`src/shared/zqc_map.vh`:
```
// Constants for the ZQ calibration sequencer inside the memory device
// Functional notes
// - First long calibration during power-up runs a full driver and termination calibration.
// - On completion, calibrated codes are transferred to the I/O drivers and termination.
// - First long calibration after reset is given the initial calibration window.
// - Every later long calibration is given the operational window.
// - Short calibration finishes calibration and transfer within the short window.
// - One short calibration corrects at least a fixed step within 64 clocks.
// - ZQ current path switched off once calibration is achieved.
// - No self-started recalibration after self-refresh exit.
`ifndef ZQC_MAP_VH
`define ZQC_MAP_VH
// Window lengths in clock cycles
`define ZQC_INIT_CYC 512
`define ZQC_OPER_CYC 256
`define ZQC_SHORT_CYC 64
// Impedance code width and mid-scale reset value
`define ZQC_CODE_W 6
`define ZQC_CODE_RST 6'h20
// Code step applied per compare during a short calibration
`define ZQC_SHORT_STEP 6'h01
`endif

```
`src/design/zqc_engine.v`:
```
// ZQ calibration engine and code transfer of the memory device
`timescale 1ns/1ns
`default_nettype none
`include "zqc_map.vh"
module zqc_engine #(
  parameter INIT_CYC = `ZQC_INIT_CYC,
  parameter OPER_CYC = `ZQC_OPER_CYC,
  parameter SHORT_CYC = `ZQC_SHORT_CYC,
  parameter CW = `ZQC_CODE_W
) (
  input wire clk, // 10 MHz device clock
  input wire rst_n, // Async reset, active low
  input wire cmd_zqcl, // Registered long calibration command
  input wire cmd_zqcs, // Registered short calibration command
  input wire cmp_ron_hi, // Driver comparator: impedance above reference
  input wire cmp_rtt_hi, // Termination comparator: value above reference
  output reg busy_q, // Calibration window in progress
  output reg init_done_q, // First long calibration completed
  output reg zq_cur_en_q, // ZQ current path enable
  output reg [CW-1:0] driver_output_impedance_q, // Code at I/O driver
  output reg [CW-1:0] termination_resistance_q, // Code at termination
  output reg update_q // One-cycle pulse when codes move to I/O
);
  // A window is counted from the edge that takes the command.
  // The engine searches in its own registers; the I/O codes only
  // change on the last cycle, so drivers never see a half-done search.
  // Commands arriving inside a window are dropped without a trace,
  // so the controller must keep the channel quiet until busy falls.

  // Sequencer states, binary coded
  localparam ST_IDLE = 2'd0;
  localparam ST_INIT = 2'd1;
  localparam ST_OPER = 2'd2;
  localparam ST_SHORT = 2'd3;
  // Counter loads, one less than each window length
  localparam integer INIT_M1 = INIT_CYC - 1;
  localparam integer OPER_M1 = OPER_CYC - 1;
  localparam integer SHORT_M1 = SHORT_CYC - 1;
  localparam [9:0] INIT_LD = INIT_M1[9:0];
  localparam [9:0] OPER_LD = OPER_M1[9:0];
  localparam [9:0] SHORT_LD = SHORT_M1[9:0];

  // Sequencer state and window counter
  reg [1:0] st_q;
  reg [1:0] st_d;
  reg [9:0] cnt_q;
  reg [9:0] cnt_d;
  // Marks that a long calibration was taken since reset
  reg first_seen_q;
  reg first_seen_d;
  // Engine codes, kept apart from the codes at the I/O
  reg [CW-1:0] ron_eng_q;
  reg [CW-1:0] ron_eng_d;
  reg [CW-1:0] rtt_eng_q;
  reg [CW-1:0] rtt_eng_d;
  // Next values of the outputs
  reg busy_d;
  reg init_done_d;
  reg zq_cur_en_d;
  reg [CW-1:0] driver_output_impedance_d;
  reg [CW-1:0] termination_resistance_d;
  reg update_d;
  // Decoded window conditions
  wire take_long;
  wire take_short;
  wire in_win;
  wire last_cyc;
  wire step_en;

  // Step a code toward the reference, saturating at either end
  function [CW-1:0] step;
    input [CW-1:0] code;
    input hi;
    begin
      if (hi && code != {CW{1'b1}}) begin
        step = code + `ZQC_SHORT_STEP;
      end else if (!hi && code != {CW{1'b0}}) begin
        step = code - `ZQC_SHORT_STEP;
      end else begin
        step = code;
      end
    end
  endfunction

  // Counter load for a taken command
  function [9:0] win_load;
    input lng;
    input seen;
    begin
      if (!lng) begin
        win_load = SHORT_LD;
      end else if (seen) begin
        win_load = OPER_LD;
      end else begin
        win_load = INIT_LD;
      end
    end
  endfunction

  // Long windows step every cycle; short ones every sixteenth
  function pace;
    input [1:0] st;
    input [9:0] cnt;
    begin
      case (st)
        ST_INIT: pace = 1'b1;
        ST_OPER: pace = 1'b1;
        ST_SHORT: pace = (cnt[3:0] == 4'h0);
        default: pace = 1'b0;
      endcase
    end
  endfunction

  // Commands are taken only from idle; long wins over short
  assign take_long = (st_q == ST_IDLE) && cmd_zqcl;
  assign take_short = (st_q == ST_IDLE) && !cmd_zqcl && cmd_zqcs;
  assign in_win = (st_q != ST_IDLE);
  assign last_cyc = in_win && (cnt_q == 10'h000);
  assign step_en = pace(st_q, cnt_q);

  // Next state and window count
  always @* begin
    st_d = st_q;
    cnt_d = cnt_q;
    first_seen_d = first_seen_q;
    case (st_q)
      ST_IDLE: begin
        if (take_long) begin
          st_d = first_seen_q ? ST_OPER : ST_INIT;
          cnt_d = win_load(1'b1, first_seen_q);
          first_seen_d = 1'b1;
        end else if (take_short) begin
          st_d = ST_SHORT;
          cnt_d = win_load(1'b0, first_seen_q);
        end
      end
      default: begin
        if (last_cyc) begin
          st_d = ST_IDLE;
        end else begin
          cnt_d = cnt_q - 10'h001;
        end
      end
    endcase
  end

  // Engine search toward the comparator reference
  always @* begin
    ron_eng_d = ron_eng_q;
    rtt_eng_d = rtt_eng_q;
    if (step_en) begin
      ron_eng_d = step(ron_eng_q, cmp_ron_hi);
      rtt_eng_d = step(rtt_eng_q, cmp_rtt_hi);
    end
  end

  // Status and transfer of the final engine codes to the I/O
  always @* begin
    busy_d = busy_q;
    zq_cur_en_d = zq_cur_en_q;
    init_done_d = init_done_q;
    update_d = 1'b0;
    driver_output_impedance_d = driver_output_impedance_q;
    termination_resistance_d = termination_resistance_q;
    if (take_long || take_short) begin
      busy_d = 1'b1;
      zq_cur_en_d = 1'b1;
    end
    if (last_cyc) begin
      // Includes the step made on this last cycle
      driver_output_impedance_d = ron_eng_d;
      termination_resistance_d = rtt_eng_d;
      update_d = 1'b1;
      busy_d = 1'b0;
      zq_cur_en_d = 1'b0;
      if (st_q == ST_INIT) begin
        init_done_d = 1'b1;
      end
    end
  end

  // Sequencer registers
  always @(posedge clk or negedge rst_n) begin
    if (!rst_n) begin
      st_q <= ST_IDLE;
      cnt_q <= 10'h000;
      first_seen_q <= 1'b0;
    end else begin
      st_q <= st_d;
      cnt_q <= cnt_d;
      first_seen_q <= first_seen_d;
    end
  end

  // Engine registers, mid-scale after reset
  always @(posedge clk or negedge rst_n) begin
    if (!rst_n) begin
      ron_eng_q <= `ZQC_CODE_RST;
      rtt_eng_q <= `ZQC_CODE_RST;
    end else begin
      ron_eng_q <= ron_eng_d;
      rtt_eng_q <= rtt_eng_d;
    end
  end

  // Output registers
  always @(posedge clk or negedge rst_n) begin
    if (!rst_n) begin
      busy_q <= 1'b0;
      init_done_q <= 1'b0;
      zq_cur_en_q <= 1'b0;
      update_q <= 1'b0;
      driver_output_impedance_q <= `ZQC_CODE_RST;
      termination_resistance_q <= `ZQC_CODE_RST;
    end else begin
      busy_q <= busy_d;
      init_done_q <= init_done_d;
      zq_cur_en_q <= zq_cur_en_d;
      update_q <= update_d;
      driver_output_impedance_q <= driver_output_impedance_d;
      termination_resistance_q <= termination_resistance_d;
    end
  end
endmodule
`default_nettype wire

```
`config.mk`:
```
export PLATFORM = sky130hd
export DESIGN_NAME = zqc_engine
export DESIGN_NICKNAME = d
export VERILOG_FILES = /design/src/design/zqc_engine.v
export VERILOG_INCLUDE_DIRS = /design/src /design/src/shared
export SDC_FILE = /design/constraint.sdc
export NUM_CORES = 1
export LEC_CHECK = 0
export BUFFER_PORTS_ARGS = -buffer_cell sky130_fd_sc_hd__buf_4
export CORE_ASPECT_RATIO = 1.75
export CORE_UTILIZATION = 50
export DETAILED_ROUTE_END_ITERATION = 10
export GPL_ROUTABILITY_DRIVEN = 0
export GPL_TIMING_DRIVEN = 0
export HOLD_SLACK_MARGIN = 0.15
export PLACE_DENSITY = 0.72
export SYNTH_ARGS = -nofsm -noshare
export SYNTH_HDL_FRONTEND = slang
export SYNTH_SLANG_ARGS = --single-unit
```
`constraint.sdc`:
```
create_clock -name clk -period 2.05 [get_ports clk]
set_clock_uncertainty 0.15 [all_clocks]
set_input_delay 0.1025 -clock clk [delete_from_list [all_inputs] [get_ports clk]]
set_output_delay 0.1025 -clock clk [all_outputs]
set_load 0.01 [all_outputs]
```
==> reports/results.ini <==
[synth]
synth_area_um2 = 2200
synth.avg_cell_area_um2 = 10.5
synth_cell_type_count = 53
syn_nets = 226
ys_warn_count = 0
synth_edf_count = 0
ys_ff_latch = 40
yosys.area.top_type = dfrtp_1
synth_seq_area_share_pct = 45.8
synthCells = 209
synthFlopType = dfrtp_1
synth_top_area_share_pct = 41.0
synthArstFlopShare_pct = 100
ys_top_cells_by_area = dfrtp_1 (41%), ha_1 (6.3%), mux2_2 (5.1%)

[cells_and_area]
fin_util_pct = 68.6
fin_area_um2 = 2880
register_area_um2 = 1010
final_nets = 280
area_growth_pct = 30.9
drive_gt1_share_pct = 41.3
final_cell_mix = buf_4 (43), dfrtp_1 (34), nand2_1 (16)
fin_cells = 313
diodes = 0
fill_cells = 324
mostFrequentLayoutCell = buf_4
multiInputGateArea_um2 = 1210

[sta]
worst_pin_slew_ns = 0.504
relSlewSlack_pct = 66.4
hold_viol = 0
rsz0062_at_grt = yes
setup_violations = 0
holdWs_ns = 0.150
maxSlewViolCount = 0
setup_tns_ns = 0
period_share_pct = 98.6
fin_ws_ns = 0.0278
layout_min_cycle_time_ns = 2.02
clock.fmax_mhz = 494

[floorplanning]
die_y_um = 89.7
die_x_um = 52.1
num_rows = 31
dieArea_um2 = 4670
initial_core_util_pct = 52.4
ioPinCount = 22
core_region_area_um2 = 4190

[worst_hold_path]
hold_class = input port to flip-flop

[place]
dp.cells = 279
place.port_buffers = 21
dp_hpwl_um = 3020
dp_slack_ns = -0.282
place_area_um2 = 2410

[power]
p_leak_nw = 1.30
power_density_nw_per_um2 = 1280
ir_drop_mv = 0.835
fin_total_pwr_mw = 3.67

[clock_network]
clk_latency_ns = 0.29
root_buffer = clkbuf_8
h-tree-depth = 2
cts_made_buffers = 5
cts.clk_slew.worst_paths_ns = 0.08
cts_tree = built
clockBufferDepth = 2
clock_sinks = 40

[routing]
drt-total-wl_um = 4960
firstDrtPassIters = 4
ant_nets = 0
drcViolationCount = 0
drt-wirelength-per-cell_um = 15.9
num_vias = 1778
drt_iter0_drc = 34
via_per_inst = 5.68

[worst_setup_path]
critPathKind = flip-flop to flip-flop
arrival_ns = 2.05
critical_path_peak_fanout = 5
crit_path_end_kind = flip-flop
cpPeakStageDelay_ns = 0.40
slowest_stage = dfrtp_1
critPathRequiredTime_ns = 2.07
critical-path-top-delay-family = simple AND/OR/NAND/NOR gates
crit_chain = inv_2, ha_4, nor3b_4, nand2b_1, nor2_4, nand2_4, clkinv_4, buf_8, mux2_2
worst-path-buf-inv = 3
worstSetupStartpointType = flip-flop

[global_route]
grt_pass1_wl_um = 7530
grt_antenna_before_repair = 0
track_usage_pct = 21.9
grt_max_degree = 41
grt_overflow_total = 0
grt_pass1_vias = 1689

[outcome]
status = finished, final reports clean

[job]
maxCapViolCount = 0

[cell families after synthesis]
kind of cell | synth area share, %
buffers and inverters | 4.62
AO/OA/AOI/OAI | 15.8
flip-flops | 45.8
adder cells (fa/ha/maj) | 6.27
multiplexers | 6.50
XOR/XNOR | 3.99
AND/OR/NAND/NOR | 17.0
[registers in the layout (all words and copies together), names as in the netlist]
register	flops
init_done_q	1
st_q	2
zq_cur_en_q	1
rtt_eng_q	6
update_q	1
cnt_q	10
ron_eng_q	6
termination_resistance_q	6
driver_output_impedance_q	6
first_seen_q	1
[worst register-to-register path, delay by kind of cell (launching register included)]
family | cells | cell delay (ns)
buf+inv | 3 | 0.29
simple gates | 4 | 0.61
mux | 1 | 0.33
fa+ha+maj | 1 | 0.14
flops | 1 | 0.40
[layout make-up]
class	count	share of cell area (%)
Sequential cell	40	35.1
Tap cell	49	2.13
Buffer	9	2.52
Inverter	11	1.61
Timing Repair Buffer	47	13.3
Clock buffer	8	3.13
Multi-Input combinational cell	149	42.2
[Yosys cell counts (2+ instances only)]
cell,instances
a21oi_1,12
mux2_4,2
ha_1,11
inv_1,10
a22o_1,2
nand2b_1,2
a21oi_2,3
dfstp_2,4
nor4b_1,2
nor4_2,2
buf_6,2
o21ai_1,2
nor2b_1,2
xor2_1,4
nor2_1,17
a211oi_1,2
nand4_1,5
nor3_1,5
a22oi_1,2
buf_2,5
o21ai_0,5
nor4_1,2
nand2_1,16
o2bb2ai_1,2
mux2_2,10
o21a_1,3
a31oi_1,7
dfrtp_1,36
and3_1,2
xnor2_1,6
nand3_1,2
[final timing paths]
kind,cells after the start,startpoint,endpoint,slack (ns)
max,9,cnt_q[1]$_DFFE_PN0P_,driver_output_impedance_q[4]$_DFFE_PN0P_,0.03
min,5,cmp_rtt_hi,rtt_eng_q[5]$_DFF_PN1_,0.15
max reg2reg,9,cnt_q[1]$_DFFE_PN0P_,driver_output_impedance_q[4]$_DFFE_PN0P_,0.03
min reg2reg,1,init_done_q$_DFFE_PN0P_,init_done_q$_DFFE_PN0P_,0.33
max in group asynchronous,2,rst_n,rtt_eng_q[1]$_DFF_PN0_,1.19
min in group asynchronous,2,rst_n,driver_output_impedance_q[2]$_DFFE_PN0P_,0.18
[repair_timing]
item,4_1_cts,5_1_grt
setup buffers,12,11
hold endpoints to repair,49,0
setup endpoints to repair,20,15
resized for setup,18,25
pin swaps,6,12
hold buffers,4,0
cloned,1,0
[routing by layer]
metal	track usage (%)	wire [um]
met5	0	0
met4	10.6	157
met3	4.21	145
met2	40.9	2730
met1	22.6	1930
[power breakdown]
group          switching (mW)  total (mW)  leakage (nW)  internal (mW)
Clock                   0.269       0.544        0.0455          0.275
Sequential              0.315        1.38         0.480           1.06
Combinational           0.884        1.75         0.775          0.864
Total                    1.47        3.67          1.30           2.20
Note: power is estimated with default switching activity, not from simulation.
